## src/core/counter_array_defs.svh

```systemverilog
// Constants for the programmable counter array core
`ifndef COUNTER_ARRAY_DEFS_SVH
`define COUNTER_ARRAY_DEFS_SVH
`define ADDR_LOW      4'h0
`define ADDR_HIGH     4'h1
`define ADDR_MODE     4'h2
`define ADDR_CTRL     4'h3
`define ADDR_IEN      4'h4
`define DIV12_LAST    4'hb
`define DIV4_LAST     4'h3
`define DIV8_LAST     3'h7
`define TB_DIV12      3'h0
`define TB_DIV4       3'h1
`define TB_T0OVF      3'h2
`define TB_EXT        3'h3
`define TB_SYSCLK     3'h4
`define TB_XOSC       3'h5
`define TB_LFOSC      3'h6
`define MODE_RESET    8'h40
`define BIT_IDLE      7
`define BIT_WDT       6
`define BIT_CF        7
`define BIT_INTERMEDIATE_OVERFLOW_FLAG      6
`define BIT_CCF_LO    0
`define BIT_ECF       4
`define BIT_INTERMEDIATE_OVERFLOW_IRQ_EN      3
`define CNT_MAX       16'hffff
`define TB_RESERVED   3'h7
`define INTERMEDIATE_OVERFLOW_FLAG_BASE_BIT 7
`define DIV12_RATE    12
`define DIV4_RATE     4
`endif

```

## src/core/counter_array_pkg.sv

```systemverilog
// Types for the programmable counter array core
package counter_array_pkg;
  typedef struct packed {
    logic [3:0] addr;
    logic [7:0] wdata;
    logic       wr;
    logic       rd;
  } reg_req_t;
  typedef struct packed {
    logic [1:0] intermediate_overflow_flag_sel; // 0..3 = bit 8..11
    logic [2:0] timebase;
  } mode_t;
endpackage

```

## src/core/counter_array.sv

```systemverilog
// Programmable counter array counter, timebase and interrupt tree
`timescale 1ns/1ps
`include "counter_array_defs.svh"
module counter_array
  import counter_array_pkg::*;
(
  input  wire logic       sys_clk,         // 20 MHz system clock
  input  wire logic       rst,             // Async reset, active high
  input  wire reg_req_t   req,             // Register bus request
  output logic      [7:0] rdata,           // Read data, cycle after read
  input  wire logic       ext_count_input, // External count pin
  input  wire logic       xosc_clk,        // External oscillator pin
  input  wire logic       lfosc_clk,       // Low-frequency oscillator pin
  input  wire logic       t0_overflow,     // Timer 0 overflow pulse
  input  wire logic       cpu_idle,        // Processor in idle mode
  input  wire logic       global_irq_en,   // Processor global enable
  input  wire logic       array_irq_en,    // Array-level enable
  input  wire logic [2:0] channel_event,   // Channel trigger pulses
  input  wire logic [2:0] channel_io_in,   // Channel pins, input side
  output logic      [2:0] channel_io_line, // Channel pin drive
  output logic      [2:0] channel_io_oe,   // Channel pin enables
  output logic      [2:0] channel_io_sync, // Synced channel pin levels
  output logic            irq,             // Combined interrupt request
  output logic            watchdog_mode    // Watchdog mode active
);
  ////////////////////////////////////////////////////////////////////
  logic [15:0] cnt_r, cnt_nxt;
  logic [7:0]  snap_r;
  logic [7:0]  mode_r;  // idle, wdt, 3'b0, timebase
  logic [1:0]  intermediate_overflow_flag_sel_r;
  logic [7:0]  flags_r; // cf, intermediate_overflow_flag, 3'b0, ccf[2:0]
  logic [4:0]  ien_r;   // ecf, intermediate_overflow_irq_en, eccf[2:0]
  logic [3:0]  div12_r, div4_r;
  logic [2:0]  ext_s_r, xo_s_r, lf_s_r, io_s_r, io_s2_r;
  logic [2:0]  xo_div_r, lf_div_r;
  logic        irq_r;

  // Register decode
  wire wr_low  = req.wr && req.addr == `ADDR_LOW;
  wire wr_high = req.wr && req.addr == `ADDR_HIGH;
  wire wr_mode = req.wr && req.addr == `ADDR_MODE;
  wire wr_ctrl = req.wr && req.addr == `ADDR_CTRL;
  wire wr_ien  = req.wr && req.addr == `ADDR_IEN;
  wire rd_low  = req.rd && req.addr == `ADDR_LOW;
  // Watchdog lock: counter writes ignored, mode writes ignored unless they clear the watchdog bit
  wire wdt_on  = mode_r[`BIT_WDT];
  wire wr_mode_ok = wr_mode && (!wdt_on || !req.wdata[`BIT_WDT]);

  ////////////////////////////////////////////////////////////////////
  // Two-stage synchronisers; first stage read only by second
  always_ff @(posedge sys_clk or posedge rst) begin
    if (rst) begin
      ext_s_r <= 3'h0;
      xo_s_r  <= 3'h0;
      lf_s_r  <= 3'h0;
      io_s_r  <= 3'h0;
      io_s2_r <= 3'h0;
    end else begin
      ext_s_r <= {ext_s_r[1:0], ext_count_input};
      xo_s_r  <= {xo_s_r[1:0], xosc_clk};
      lf_s_r  <= {lf_s_r[1:0], lfosc_clk};
      io_s_r  <= channel_io_in;
      io_s2_r <= io_s_r;
    end
  end
  // Edge detect on stages 2 and 3 only
  wire ext_fall = ext_s_r[2] && !ext_s_r[1];
  wire xo_rise  = !xo_s_r[2] && xo_s_r[1];
  wire lf_rise  = !lf_s_r[2] && lf_s_r[1];

  ////////////////////////////////////////////////////////////////////
  // Prescalers run freely so a timebase switch needs no restart
  always_ff @(posedge sys_clk or posedge rst) begin
    if (rst) begin
      div12_r  <= 4'h0;
      div4_r   <= 4'h0;
      xo_div_r <= 3'h0;
      lf_div_r <= 3'h0;
    end else begin
      div12_r  <= (div12_r == `DIV12_LAST) ? 4'h0 : div12_r + 4'h1;
      div4_r   <= (div4_r == `DIV4_LAST) ? 4'h0 : div4_r + 4'h1;
      xo_div_r <= xo_rise ? xo_div_r + 3'h1 : xo_div_r;
      lf_div_r <= lf_rise ? lf_div_r + 3'h1 : lf_div_r;
    end
  end

  wire tick12 = div12_r == `DIV12_LAST;
  wire tick4  = div4_r == `DIV4_LAST;
  wire tick_xo = xo_rise && xo_div_r == `DIV8_LAST;
  wire tick_lf = lf_rise && lf_div_r == `DIV8_LAST;
  logic tick;
  // Timebase selection, reserved code never ticks
  always_comb begin
    unique case (mode_r[2:0])
      `TB_DIV12:  tick = tick12;
      `TB_DIV4:   tick = tick4;
      `TB_T0OVF:  tick = t0_overflow;
      `TB_EXT:    tick = ext_fall;
      `TB_SYSCLK: tick = 1'b1;
      `TB_XOSC:   tick = tick_xo;
      `TB_LFOSC:  tick = tick_lf;
      default:    tick = 1'b0;
    endcase
  end

  wire run = tick && !(cpu_idle && mode_r[`BIT_IDLE]);
  wire wrap = run && cnt_r == `CNT_MAX;
  // Carry out of selected bit 7..10 into next
  wire [3:0] low_ones;
  for (genvar g = 0; g < 4; g++) begin : g_carry
    // All ones up to bit 7+g means the next tick carries out of it
    assign low_ones[g] = &cnt_r[`INTERMEDIATE_OVERFLOW_FLAG_BASE_BIT + g:0];
  end
  wire intermediate_overflow_flag_ev = run && low_ones[intermediate_overflow_flag_sel_r];

  ////////////////////////////////////////////////////////////////////
  // Counter; reads leave it alone, writes load a byte
  always_comb begin
    cnt_nxt = run ? cnt_r + 16'h0001 : cnt_r;
    if (wr_low && !wdt_on)
      cnt_nxt[7:0] = req.wdata;
    if (wr_high && !wdt_on)
      cnt_nxt[15:8] = req.wdata;
  end

  always_ff @(posedge sys_clk or posedge rst) begin
    if (rst) begin
      cnt_r <= 16'h0000;
    end else begin
      cnt_r <= cnt_nxt;
    end
  end

  // Snapshot high byte on low read
  always_ff @(posedge sys_clk or posedge rst) begin
    if (rst) begin
      snap_r <= 8'h00;
    end else if (rd_low) begin
      snap_r <= cnt_r[15:8];
    end
  end

  // Mode and control registers
  always_ff @(posedge sys_clk or posedge rst) begin
    if (rst) begin
      mode_r     <= `MODE_RESET;
      intermediate_overflow_flag_sel_r <= 2'h0;
      ien_r      <= 5'h00;
    end else begin
      if (wr_mode_ok)
        mode_r <= {req.wdata[7:6], 3'h0, req.wdata[2:0]};
      if (wr_ctrl && !wdt_on)
        intermediate_overflow_flag_sel_r <= req.wdata[1:0];
      if (wr_ien)
        ien_r <= req.wdata[4:0];
    end
  end

  ////////////////////////////////////////////////////////////////////
  // Flags: hardware sets, software writes; set wins
  wire [7:0] ev_set = {wrap, intermediate_overflow_flag_ev, 3'h0, channel_event};
  always_ff @(posedge sys_clk or posedge rst) begin
    if (rst) begin
      flags_r <= 8'h00;
    end else if (wr_ctrl) begin
      flags_r <= {req.wdata[7:6], 3'h0, req.wdata[2:0]} | ev_set;
    end else begin
      flags_r <= flags_r | ev_set;
    end
  end

  wire [4:0] flag5 = {flags_r[`BIT_CF], flags_r[`BIT_INTERMEDIATE_OVERFLOW_FLAG], flags_r[2:0]};
  wire irq_nxt = global_irq_en && array_irq_en && |(flag5 & ien_r);

  // Read mux; high read returns the snapshot
  logic [7:0] rd_mux;
  always_comb begin
    unique case (req.addr)
      `ADDR_LOW:  rd_mux = cnt_r[7:0];
      `ADDR_HIGH: rd_mux = snap_r;
      `ADDR_MODE: rd_mux = mode_r;
      `ADDR_CTRL: rd_mux = {flags_r[7:6], 4'h0, intermediate_overflow_flag_sel_r};
      `ADDR_IEN:  rd_mux = {3'h0, ien_r};
      default:    rd_mux = 8'h00;
    endcase
  end

  always_ff @(posedge sys_clk or posedge rst) begin
    if (rst) begin
      rdata <= 8'h00;
      irq_r <= 1'b0;
    end else begin
      rdata <= req.rd ? rd_mux : 8'h00;
      irq_r <= irq_nxt;
    end
  end

  // Channel I/O lines idle until modules attach; pins synced
  always_ff @(posedge sys_clk or posedge rst) begin
    if (rst) begin
      channel_io_line <= 3'h0;
      channel_io_oe   <= 3'h0;
      channel_io_sync <= 3'h0;
      watchdog_mode   <= 1'b1;
    end else begin
      channel_io_line <= 3'h0;
      channel_io_oe   <= 3'h0;
      channel_io_sync <= io_s2_r;
      watchdog_mode   <= wdt_on;
    end
  end
  assign irq = irq_r;

  ////////////////////////////////////////////////////////////////////
  a_wrap_sets_cf: assert property (@(posedge sys_clk) disable iff (rst)
    wrap |=> flags_r[`BIT_CF])
    else $error("overflow flag not set on wrap");
  a_cf_sticky: assert property (@(posedge sys_clk) disable iff (rst)
    flags_r[`BIT_CF] && !wr_ctrl |=> flags_r[`BIT_CF])
    else $error("overflow flag cleared without write");
  a_snapshot_read: assert property (@(posedge sys_clk) disable iff (rst)
    rd_low ##1 (req.rd && req.addr == `ADDR_HIGH) |=> rdata == $past(cnt_r[15:8], 2))
    else $error("high read missed snapshot");
  a_read_no_disturb: assert property (@(posedge sys_clk) disable iff (rst)
    req.rd && !req.wr |=> cnt_r == $past(cnt_r) + {15'h0, $past(run)})
    else $error("read disturbed counter");
  a_sysclk_count: assert property (@(posedge sys_clk) disable iff (rst)
    mode_r[2:0] == `TB_SYSCLK && !cpu_idle && !req.wr |=> cnt_r == $past(cnt_r) + 16'h1)
    else $error("system clock timebase not counting");
  a_idle_hold: assert property (@(posedge sys_clk) disable iff (rst)
    cpu_idle && mode_r[`BIT_IDLE] && !req.wr |=> $stable(cnt_r))
    else $error("counter moved while suspended");
  a_reserved_hold: assert property (@(posedge sys_clk) disable iff (rst)
    mode_r[2:0] == `TB_RESERVED && !req.wr |=> $stable(cnt_r))
    else $error("reserved timebase counted");
  a_irq_gate: assert property (@(posedge sys_clk) disable iff (rst)
    !global_irq_en || !array_irq_en |=> !irq)
    else $error("interrupt without both enables");
  a_irq_or: assert property (@(posedge sys_clk) disable iff (rst)
    global_irq_en && array_irq_en && |(flag5 & ien_r) |=> irq)
    else $error("enabled flag gave no interrupt");
  a_ch_flag_set: assert property (@(posedge sys_clk) disable iff (rst)
    channel_event[0] |=> flags_r[0])
    else $error("channel flag not set");
  a_ext_fall: assert property (@(posedge sys_clk) disable iff (rst)
    mode_r[2:0] == `TB_EXT && !cpu_idle && !req.wr && ext_fall |=> cnt_r != $past(cnt_r))
    else $error("input fall not counted");

  ////////////////////////////////////////////////////////////////////
  // Prescalers keep their periods whatever the timebase
  a_div12_period: assert property (@(posedge sys_clk) disable iff (rst)
    tick12 |-> ##`DIV12_RATE tick12)
    else $error("twelve-cycle prescaler lost its period");
  a_div12_gap: assert property (@(posedge sys_clk) disable iff (rst)
    tick12 |=> !tick12)
    else $error("twelve-cycle prescaler ticked twice");
  a_div4_period: assert property (@(posedge sys_clk) disable iff (rst)
    tick4 |-> ##`DIV4_RATE tick4)
    else $error("four-cycle prescaler lost its period");
  a_div4_gap: assert property (@(posedge sys_clk) disable iff (rst)
    tick4 |=> !tick4)
    else $error("four-cycle prescaler ticked twice");
  // Timebases only move the counter on their own tick
  a_slow_hold: assert property (@(posedge sys_clk) disable iff (rst)
    !run && !req.wr |=> $stable(cnt_r))
    else $error("counter moved without a tick");
  a_t0_count: assert property (@(posedge sys_clk) disable iff (rst)
    mode_r[2:0] == `TB_T0OVF && t0_overflow && !cpu_idle && !req.wr
      |=> cnt_r == $past(cnt_r) + 16'h0001)
    else $error("timer overflow not counted");
  a_ext_no_fall: assert property (@(posedge sys_clk) disable iff (rst)
    mode_r[2:0] == `TB_EXT && !ext_fall && !req.wr |=> $stable(cnt_r))
    else $error("input counted without a fall");
  a_xo_div8: assert property (@(posedge sys_clk) disable iff (rst)
    mode_r[2:0] == `TB_XOSC && !tick_xo && !req.wr |=> $stable(cnt_r))
    else $error("external oscillator count off divide");
  a_lf_div8: assert property (@(posedge sys_clk) disable iff (rst)
    mode_r[2:0] == `TB_LFOSC && !tick_lf && !req.wr |=> $stable(cnt_r))
    else $error("slow oscillator count off divide");
  a_xo_div_step: assert property (@(posedge sys_clk) disable iff (rst)
    xo_rise |=> xo_div_r == $past(xo_div_r) + 3'h1)
    else $error("external oscillator edge missed");
  a_lf_div_step: assert property (@(posedge sys_clk) disable iff (rst)
    lf_rise |=> lf_div_r == $past(lf_div_r) + 3'h1)
    else $error("slow oscillator edge missed");
  a_idle_run: assert property (@(posedge sys_clk) disable iff (rst)
    mode_r[2:0] == `TB_SYSCLK && cpu_idle && !mode_r[`BIT_IDLE] && !req.wr
      |=> cnt_r == $past(cnt_r) + 16'h0001)
    else $error("counter stopped in idle without suspend");
  // Flags and the interrupt tree
  a_cf_no_spur: assert property (@(posedge sys_clk) disable iff (rst)
    !wrap && !wr_ctrl && !flags_r[`BIT_CF] |=> !flags_r[`BIT_CF])
    else $error("overflow flag set without a wrap");
  a_cf_sw_clear: assert property (@(posedge sys_clk) disable iff (rst)
    wr_ctrl && !req.wdata[`BIT_CF] && !wrap |=> !flags_r[`BIT_CF])
    else $error("software clear of overflow flag lost");
  a_intermediate_overflow_flag_sets: assert property (@(posedge sys_clk) disable iff (rst)
    intermediate_overflow_flag_ev |=> flags_r[`BIT_INTERMEDIATE_OVERFLOW_FLAG])
    else $error("intermediate overflow flag not set");
  a_intermediate_overflow_flag_sticky: assert property (@(posedge sys_clk) disable iff (rst)
    flags_r[`BIT_INTERMEDIATE_OVERFLOW_FLAG] && !wr_ctrl |=> flags_r[`BIT_INTERMEDIATE_OVERFLOW_FLAG])
    else $error("intermediate flag dropped without write");
  a_irq_cf: assert property (@(posedge sys_clk) disable iff (rst)
    global_irq_en && array_irq_en && ien_r[`BIT_ECF] && flags_r[`BIT_CF] |=> irq)
    else $error("enabled overflow flag gave no interrupt");
  a_irq_intermediate_overflow_flag: assert property (@(posedge sys_clk) disable iff (rst)
    global_irq_en && array_irq_en && ien_r[`BIT_INTERMEDIATE_OVERFLOW_IRQ_EN] && flags_r[`BIT_INTERMEDIATE_OVERFLOW_FLAG] |=> irq)
    else $error("enabled intermediate flag gave no interrupt");
  a_irq_mask: assert property (@(posedge sys_clk) disable iff (rst)
    (flag5 & ien_r) == 5'h00 |=> !irq)
    else $error("interrupt with no enabled flag");
  // Snapshot, read port and watchdog lock
  a_snap_capture: assert property (@(posedge sys_clk) disable iff (rst)
    rd_low |=> snap_r == $past(cnt_r[15:8]))
    else $error("snapshot missed the high byte");
  a_snap_hold: assert property (@(posedge sys_clk) disable iff (rst)
    !rd_low |=> $stable(snap_r))
    else $error("snapshot changed without a low read");
  a_rdata_high: assert property (@(posedge sys_clk) disable iff (rst)
    req.rd && req.addr == `ADDR_HIGH |=> rdata == $past(snap_r))
    else $error("high read bypassed the snapshot");
  a_rdata_zero: assert property (@(posedge sys_clk) disable iff (rst)
    !req.rd |=> rdata == 8'h00)
    else $error("read data outside a read cycle");
  a_wdt_mode_lock: assert property (@(posedge sys_clk) disable iff (rst)
    wdt_on && wr_mode && req.wdata[`BIT_WDT] |=> $stable(mode_r))
    else $error("mode written while watchdog locked");
  a_wdt_cnt_lock: assert property (@(posedge sys_clk) disable iff (rst)
    wdt_on && !run |=> $stable(cnt_r))
    else $error("counter written while watchdog locked");
  a_wdt_out: assert property (@(posedge sys_clk) disable iff (rst)
    watchdog_mode == $past(wdt_on))
    else $error("watchdog indicator out of step");
  a_io_sync: assert property (@(posedge sys_clk) disable iff (rst)
    channel_io_sync == $past(channel_io_in, 3))
    else $error("channel pin copy out of step");
  // Channel flags stay until software clears them
  for (genvar c = 0; c < 3; c++) begin : g_ch_chk
    a_ch_sticky: assert property (@(posedge sys_clk) disable iff (rst)
      flags_r[`BIT_CCF_LO + c] && !wr_ctrl |=> flags_r[`BIT_CCF_LO + c])
      else $error("channel flag dropped without a write");
  end
endmodule // counter_array

```

## config.mk

```make
export PLATFORM = sky130hd
export DESIGN_NAME = counter_array
export DESIGN_NICKNAME = d
export VERILOG_FILES = /design/src/core/counter_array_pkg.sv /design/src/core/counter_array.sv
export VERILOG_INCLUDE_DIRS = /design/src /design/src/core
export SDC_FILE = /design/constraint.sdc
export NUM_CORES = 1
export LEC_CHECK = 0
export ABC_AREA = 1
export BUFFER_PORTS_ARGS = -buffer_cell sky130_fd_sc_hd__buf_2
export CORE_MARGIN = 3
export CORE_UTILIZATION = 40
export CTS_CLUSTER_DIAMETER = 60
export CTS_CLUSTER_SIZE = 14
export DETAILED_ROUTE_END_ITERATION = 8
export SLEW_MARGIN = 30
export SYNTH_ARGS = -nofsm -noshare
export SYNTH_HDL_FRONTEND = slang
export SYNTH_SLANG_ARGS = --single-unit
```

## constraint.sdc

```tcl
create_clock -name sys_clk -period 4.2 [get_ports sys_clk]
set_clock_uncertainty 0.2 [all_clocks]
set_input_delay 0.42 -clock sys_clk [delete_from_list [all_inputs] [get_ports sys_clk]]
set_output_delay 0.42 -clock sys_clk [all_outputs]
set_load 0.05 [all_outputs]
```

==> results of run 1 <==
cells in the mapped netlist (2+ instances only):
master,n,area (sq um)
nand4_1,4,25.0
o21ai_2,2,17.5
o211ai_1,2,15.0
nand2_2,2,12.5
dfstp_2,2,52.6
inv_1,51,191
nor3_1,2,10.0
xor2_1,4,35.0
nand3_2,2,20.0
nand2_1,144,541
nor2_2,3,18.8
a21oi_1,9,45.0
inv_2,3,11.3
buf_4,7,52.6
dfrtp_1,81,2030
o22ai_1,4,25.0
nor2_1,31,116
mux2_2,2,22.5
xnor2_1,2,17.5
nand3_1,47,235
o21ai_1,14,70.1
nor2_4,4,45.0
buf_6,2,22.5
inv_6,2,17.5
buf_2,3,15.0
nand2_4,3,33.8
o21ai_0,29,145
a31oi_1,2,12.5
ha_1,8,100
path summary, 6_finish.rpt:
| path | start | to | slack [ns] | cells after the start |
|---|---|---|---|---|
| setup / recovery | lf_div_r[0] | cnt_r[7] | 1.77 | 12 |
| hold reg to reg | io_s2_r[1] | channel_io_sync[1] | 0.15 | 0 |
| min in group asynchronous | rst | io_s_r[2] | 0.46 | 3 |
| max in group asynchronous | rst | irq | 2.64 | 4 |
| setup reg to reg | lf_div_r[0] | cnt_r[7] | 1.77 | 12 |
| hold / removal | array_irq_en | irq | 0.07 | 3 |
sequential cells by signal, indices dropped and copies added (netlist names):
name,cells
rdata,8
intermediate_overflow_flag_sel_r,2
xo_s_r,3
div4_r,4
mode_r,5
io_s_r,3
lf_div_r,3
snap_r,8
lf_s_r,3
cnt_r,16
channel_io_sync,3
irq,1
watchdog_mode,1
ext_s_r,3
xo_div_r,3
ien_r,5
io_s2_r,3
flags_r,5
div12_r,4
area by class of cell:
cell class,count,area (sq um)
Tap cell,133,166
Clock buffer,11,131
Sequential cell,83,2080
Fill cell,1000,5220
Timing Repair Buffer,49,283
Clock inverter,5,62.6
Multi-Input combinational cell,331,1650
Inverter,56,225
worst min-delay path, cell delays in order:
cell	delay, ns
buf_2	0.09
nand2_1	0.04
nor2_1	0.03
stage by stage:
step	power, mW	std cells
2_1_floorplan	1.56	483
4_1_cts	2.31	668
3_3_place_gp	1.71	645
5_1_grt	2.47	668
3_5_place_dp	1.73	645
6_report	2.30	668
layout by cell type, fill, tap and decap left out, types with 3 or more instances in the layout:
cell,count
inv_2,3
nand3_1,47
inv_6,3
xor2_1,4
nor2_2,3
inv_1,50
nor2_1,31
nor2_4,4
buf_2,41
nand4_1,4
o21ai_1,14
ha_1,8
o22ai_1,4
dfrtp_1,81
clkbuf_8,9
a21oi_1,9
o21ai_0,29
dlygate4sd3_1,7
nand2_4,3
nand2_1,144
conb_1,6
per-layer routing:
metal / vias to the layer above / track usage (%)
li1: 1626 / -
met1: 1540 / 25.8
met2: 83 / 26.2
met3: 9 / 3.10
met4: 0 / 6.30
met5: - / 0
what timing repair did:
action,4_1_cts,5_1_grt
hold endpoints to repair,66,0
setup buffers,0,0
hold buffers,7,0
gates resized for setup,0,0
kinds of logic after synthesis:
group,synth area share [%]
AND/OR/NAND/NOR,27.2
AO/OA/AOI/OAI,8.89
flip-flops,51.5
multiplexers,0.557
buffers and inverters,8.05
other,0.0928
adder cells (fa/ha/maj),2.48
XOR/XNOR,1.30
power breakdown:
| group | switching, mW | total (mW) | internal [mW] |
|---|---|---|---|
| combinational | 0.375 | 0.592 | 0.217 |
| sequential | 0.172 | 1.13 | 0.962 |
| clock | 0.296 | 0.574 | 0.278 |
| total | 0.843 | 2.30 | 1.46 |
==> reports/qor.yml, run 1 <==
status: "complete, no violations"
via_count: 3258
drc: 0
wl_met3_um: 499
routabilityCongestion: 0.890
fin_crit_sh_pct: 57.8
ys_seq_area_share_pct: 51.5
antenna_found_initial: 0
finalInstanceArea_sq_um: 4600
worstMarginPinSlew_ns: 0.936
drive_gt1_share_pct: 15.9
h-tree-depth: 3
netlist_area_sq_um: 4040
drt-met1-wl_um: 4490
fp.dieW_um: 107
start_util_pct: 41.1
rsz0062_at_grt: "false"
dp_slack_ns: 1.82
core_area_sq_um: 9820
worst_path_most_repeated_cell: "nand2_1"
peakVddDrop_mv: 0.159
required_ns: 4.24
critPathBufInv: 1
antenna_cells: 0
io_buffers: 41
hold_viol: 0
area_delta_synth_final_pct: 13.9
cp-start-kind: "register"
dieArea_sq_um: 11300
pin_count: 48
slowest_delay_ns: 0.68
synth_edf_count: 0
leakage_nw: 2.33
grt_start_max_net_pins: 64
timing.critical_path.cells: "ha_1 > ha_1 > inv_1 > nor2_1 > nand2_1 > nand3_1 > nand2_1 > nand2_1 > nand2_1 > nand2_4 > nand2_1 > nand2_1"
highest_layer: "met4"
avgSynthCellArea_sq_um: 8.45
syn_inst: 478
cts_made_buffers: 9
setup_violations: 0
place_area_sq_um: 4340
max_freq_mhz: 412
ys_ff_latch: 83
viasPerCell: 4.88
slew_violations: 0
clock_latency_ns: 0.35
clk_path_buf_depth: 2
grt_pass1_wl_um: 15600
first_pass_iters: 5
drv_cap: 0
hpwlAfterDp_um: 6880
synth.distinct_cells: 36
crit_path_end_kind: "register"
setup_ws_ns: 1.77
relSlewSlack_pct: 37.4
drtIter0Drc: 254
worstSetupPathType: "register to register"
track_usage_pct: 17.6
fin_tns_setup_ns: 0
clock-root-buffer: "clkbuf_8"
cp.arrival_ns: 2.47
finish.utilization_pct: 46.9
nets: 567
p_per_area_nw_per_um2: 500
wl_met2_um: 4090
die_y_um: 107
hp-class: "input port to register"
grt-ovfl-total: 0
synthArstFlopShare_pct: 100
finalCriticalPeriod_ns: 2.43
synth-main-ff-cell: "dfrtp_1"
ant_nets: 0
cts_tree: "yes"
timing.hold.ws_ns: 0.0668
wirelength_um: 9200
synth_warnings: 0
first_global_vias: 3164
clock_sinks: 83
clkTransAtPathRegs_ns: 0.08
num_rows: 36
cp_top_family: "simple AND/OR/NAND/NOR gates"
wl_per_cell_um: 13.8
crit_slowest_cell: "nand2_1"
crit_fanout: 20
Note: power is estimated with default switching activity, not from simulation.
==> inputs of run 2 (changes only) <==
==> constraint.sdc (replaced) <==
create_clock -name sys_clk -period 2.5 [get_ports sys_clk]
set_clock_uncertainty 0.2 [all_clocks]
set_input_delay 0.25 -clock sys_clk [delete_from_list [all_inputs] [get_ports sys_clk]]
set_output_delay 0.25 -clock sys_clk [all_outputs]
set_load 0.05 [all_outputs]
==> run 2 against run 1 <==
- largest power group unchanged
- critical path type unchanged
- critical path depth grew 1
- register-to-register slack worse by 1.2 ns
- first-iteration DRC count is 13% lower
- wire length rose by 1.1%
==> reports/qor.yml, run 2 (same netlist as run 1, synthesis figures left out) <==
clk_path_buf_depth: 2  # unchanged
area_delta_synth_final_pct: 17.2
pin_count: 48  # unchanged
leakage_nw: 2.39  # +2.5%
hp-class: "input port to register"
core_area_sq_um: 9820  # unchanged
status: "complete, no violations"
r2r_setup_slack_ns: 0.53  # -1.24 ns
drive_gt1_share_pct: 15.8  # -0.11 points
ant_nets: 0  # unchanged
dieArea_sq_um: 11300  # unchanged
finalInstanceArea_sq_um: 4730  # +2.9%
fp.dieW_um: 107  # unchanged
crit_fanout: 20  # unchanged
grt_start_max_net_pins: 84  # +31%
whs_path_depth: 3  # unchanged
start_util_pct: 41.1  # unchanged
cp-start-kind: "register"
max_freq_mhz: 508  # +23%
placed_cells: 646  # +0.16%
layout.cells.most_common: "nand2_1"
clock_latency_ns: 0.37  # +0.02 ns
drtIter0Drc: 220  # -13%
slew_violations: 0  # unchanged
hold_viol: 0  # unchanged
fin_crit_sh_pct: 78.7  # +21 points
h-tree-depth: 3  # unchanged
clkTransAtPathRegs_ns: 0.08  # about the same
io_buffers: 41  # unchanged
final-instance-count-excl-fill: 678  # +1.5%
clock-root-buffer: "clkbuf_8"
first_global_vias: 3322  # +5.0%
crit_path_end_kind: "register"
cp.arrival_ns: 2.03  # -0.44 ns
cts_made_buffers: 9  # unchanged
via_count: 3336  # +2.4%
grt-ovfl-total: 0  # unchanged
largest_reg_flops: 16  # unchanged
clock_sinks: 83  # unchanged
die_y_um: 107  # unchanged
num_rows: 36  # unchanged
routabilityCongestion: 0.900  # +1.1%
peakVddDrop_mv: 0.251  # +58%
ff2ff_path_depth: 13  # +1
track_usage_pct: 18.2  # +0.64 points
hpwlAfterDp_um: 6900  # +0.26%
timing.hold.ws_ns: 0.0154  # -0.0514 ns
grt_pass1_wl_um: 16000  # +2.8%
antenna_found_initial: 0  # unchanged
place_area_sq_um: 4360  # +0.43%
first_pass_iters: 5  # unchanged
drc: 0  # unchanged
top_regs: "cnt_r (16), rdata (8), snap_r (8)"
drv_cap: 0  # unchanged
worstSetupPathType: "register to register"
largest-register: "cnt_r"
wl_per_cell_um: 13.7  # -0.40%
wirelength_um: 9300  # +1.1%
setup_violations: 0  # unchanged
cts-resized-gates: 0  # unchanged
antenna_cells: 0  # unchanged
fin_tns_setup_ns: 0  # unchanged
final_cell_mix: "nand2_1, dfrtp_1, inv_1"
finalCriticalPeriod_ns: 1.97  # -0.459 ns
viasPerCell: 4.92  # +0.88%
required_ns: 2.57  # -1.67 ns
nets: 577  # +1.8%
fill_cells: 1012  # +1.2%
rsz0062_at_grt: "false"
p_per_area_nw_per_um2: 840  # +68%
cts_tree: "yes"
==> run 2: cell count changes in the layout (fill, tap and decap cells not counted), sizes merged <==
cell,before,now
bufinv,1,2
buf,42,43
clkinvlp,2,1
dlygate4sd3,7,16
==> run 2: path summary, 6_finish.rpt <==
check,endpoint,from
worst min register to register,io_s2_r[1],io_s_r[1]
max in group asynchronous,watchdog_mode,rst
worst min-delay path,ien_r[3],req[5]
min in group asynchronous,channel_io_sync[2],rst
worst max-delay path,cnt_r[6],lf_div_r[0]
worst max register to register,cnt_r[6],lf_div_r[0]
==> run 2: stage by stage <==
| step | total power, mW | utilization, % | worst slack [ns] |
|---|---|---|---|
| floorplan | 2.61 | - | 0.761 |
| global placement | 2.89 | 44.4 | 0.580 |
| detailed placement | 2.91 | 44.4 | 0.539 |
| CTS | 4.01 | 48.2 | 0.519 |
| global route | 4.29 | 48.2 | 0.296 |
| finish | 3.98 | 48.2 | 0.532 |
==> run 2: layer usage <==
metal | up-vias | part of all wire, % | track usage (%)
li1 | 1652 | - | -
met1 | 1556 | 48 | 25.9
met2 | 106 | 43 | 26.5
met3 | 22 | 5.8 | 3.52
met4 | 0 | 3.2 | 9.13
met5 | - | 0 | 0
==> run 2: final cells by class <==
type	count	area (sq um)	area share [%]
Clock buffer	11	131	2.77
Clock inverter	5	86.3	1.82
Inverter	56	224	4.73
Multi-Input combinational cell	331	1650	34.9
Sequential cell	83	2080	43.9
Tap cell	133	166	3.51
Timing Repair Buffer	59	393	8.30
==> run 2: repair_timing <==
action                                 in CTS  in global routing
hold buffers                               16                  0
endpoints found under the hold margin      96                  0
setup buffers                               0                  0
==> run 2: worst max-delay path: stages, from the launching register on <==
cell and delay, ns:
dfrtp_1 0.40, ha_1 0.20, ha_1 0.17, inv_1 0.05, nor2_1 0.03, nand2_1 0.06, nand3_1 0.07, nand2_1 0.06
nand2_1 0.05, nand2_1 0.07, buf_4 0.27, nand2_4 0.12, nand2_1 0.08, nand2_1 0.05
==> run 2: where the power goes <==
part,internal [mW],switching [mW],leakage [nW]
clock,0.570,0.496,0.108
sequential,1.62,0.284,1.03
combinational,0.380,0.632,1.25
==> inputs of run 3 (changes only) <==
==> constraint.sdc (replaced) <==
create_clock -name sys_clk -period 1.91 [get_ports sys_clk]
set_clock_uncertainty 0.2 [all_clocks]
set_input_delay 0.191 -clock sys_clk [delete_from_list [all_inputs] [get_ports sys_clk]]
set_output_delay 0.191 -clock sys_clk [all_outputs]
set_load 0.05 [all_outputs]
==> run 3 against run 2 <==
- maximum frequency rose by 7.0%
- sequential power rose by 31%
- wire length rose by 5.0%
- combinational power rose by 75%
- final cell count rose by 2.1%
- critical path type unchanged
==> reports/qor.yml, run 3 (same netlist as run 1, synthesis figures left out) <==
cts_tree: "yes"
clock-root-buffer: "clkbuf_8"
start_util_pct: 41.1  # unchanged
ant_nets: 0  # unchanged
fp.dieW_um: 107  # unchanged
grt_start_max_net_pins: 36  # -57%
h-tree-depth: 3  # unchanged
worstSetupPathType: "register to register"
io_buffers: 41  # unchanged
largest-register: "cnt_r"
drc: 0  # unchanged
cp-start-kind: "register"
largest_reg_flops: 16  # unchanged
relSlewSlack_pct: 64.0
hold_viol: 0  # unchanged
crit_fanout: 2  # -90%
dp_slack_ns: -0.000389  # -0.540 ns
crit_path_end_kind: "register"
p_per_area_nw_per_um2: 1110  # +32%
cts_made_buffers: 9  # unchanged
drv_cap: 0  # unchanged
cp.arrival_ns: 1.88  # -0.15 ns
routabilityCongestion: 0.932  # +3.6%
core_area_sq_um: 9820  # unchanged
fin_tns_setup_ns: 0  # unchanged
leakage_nw: 2.51  # +5.1%
nets: 592  # +2.6%
final_cell_mix: "nand2_1, dfrtp_1, inv_1"
max_freq_mhz: 544  # +7.0%
layout.cells.most_common: "nand2_1"
grt-ovfl-total: 0  # unchanged
first_global_vias: 3354  # +0.96%
antenna_cells: 0  # unchanged
top_regs: "cnt_r (16), rdata (8), snap_r (8)"
setup_ws_ns: 0.0714  # -0.461 ns
setup_violations: 0  # unchanged
track_usage_pct: 18.4  # +0.15 points
dieArea_sq_um: 11300  # unchanged
clock_sinks: 83  # unchanged
slew_violations: 0  # unchanged
antenna_found_initial: 0  # unchanged
clock_latency_ns: 0.35  # -0.02 ns
viasPerCell: 4.89  # -0.64%
finish.utilization_pct: 51.7  # +3.5 points
wirelength_um: 9760  # +5.0%
drtIter0Drc: 243  # +10%
worstMarginPinSlew_ns: 0.538
fin_crit_sh_pct: 96.3  # +18 points
clk_path_buf_depth: 2  # unchanged
clkTransAtPathRegs_ns: 0.08  # about the same
grt_pass1_wl_um: 16300  # +1.6%
pin_count: 48  # unchanged
num_rows: 36  # unchanged
hpwlAfterDp_um: 7130  # +3.4%
peakVddDrop_mv: 0.522  # +110%
wl_per_cell_um: 14.1  # +2.8%
die_y_um: 107  # unchanged
area_delta_synth_final_pct: 25.6
via_count: 3383  # +1.4%
r2r_setup_slack_ns: 0.07  # -0.46 ns
finalCriticalPeriod_ns: 1.84  # -0.129 ns
first_pass_iters: 5  # unchanged
required_ns: 1.95  # -0.62 ns
status: "complete, no violations"
hp-class: "input port to register"
drive_gt1_share_pct: 22.5  # +6.8 points
rsz0062_at_grt: "true"
[run 3: cell types whose count changed in the layout (fill, tap and decap cells not counted), sizes merged]
cell	previous run	this run
clkinv	2	0
dlygate4sd3	16	21
buf	43	52
inv	56	55
clkbuf	11	12
clkinvlp	1	3
[run 3: area by class of cell]
class / count / area, sq um
multi-input cells: 331 / 1780
fillers: 953 / 4750
well taps: 133 / 166
clock buffers: 11 / 141
repair buffers: 74 / 606
flip-flops and latches: 83 / 2080
inverters: 56 / 224
clock inverters: 4 / 75.1
[run 3: final timing paths]
| check | to | start | cells after the start |
|---|---|---|---|
| max in group asynchronous | watchdog_mode | rst | 4 |
| min in group asynchronous | io_s_r[1] | rst | 3 |
| min reg2reg | channel_io_sync[1] | io_s2_r[1] | 0 |
| max | cnt_r[8] | cnt_r[0] | 8 |
| max reg2reg | cnt_r[8] | cnt_r[0] | 8 |
| min | rdata[2] | req[10] | 4 |
[run 3: power breakdown]
| part | leakage (nW) | switching [mW] | internal, mW |
|---|---|---|---|
| registers | 1.03 | 0.368 | 2.12 |
| logic | 1.38 | 1.01 | 0.759 |
| clock network | 0.102 | 0.619 | 0.765 |
[run 3: per-stage QoR]
| step | area (sq um) | power, mW | hold slack [ns] | std cells |
|---|---|---|---|---|
| CTS | 4890 | 5.41 | 0.0226 | 689 |
| global route | 5070 | 6.00 | 0.0561 | 692 |
| finish | 5070 | 5.64 | 0.0505 | 692 |
| floorplan | 4060 | 3.42 | 0.0224 | 483 |
| detailed placement | 4420 | 3.89 | 0.0649 | 651 |
| global placement | 4420 | 3.85 | 0.0638 | 651 |
[run 3: critical path, cell delays in order (launching register included)]
cell and delay [ns]:
dfrtp_1 0.36, ha_1 0.22, nand3_2 0.10, nor3_1 0.28, ha_1 0.30, nand2_1 0.09
o21ai_2 0.07, nand2_2 0.07, nand2_1 0.05
[run 3: routing by layer]
layer,up-vias,routed length (um),global-route usage [%]
li1,1680,-,-
met1,1596,4540,25.7
met2,98,4500,28.2
met3,9,598,3.46
met4,0,127,7.40
met5,-,0,0
[run 3: what timing repair did]
| item | CTS | global route |
|---|---|---|
| endpoints found under the setup margin | 7 | 19 |
| gates resized for setup | 1 | 36 |
| gates cloned | 1 | 1 |
| pin swaps | 1 | 7 |
| hold buffers | 21 | 0 |
| buffers inserted | 1 | 2 |
| endpoints found under the hold margin | 44 | 0 |
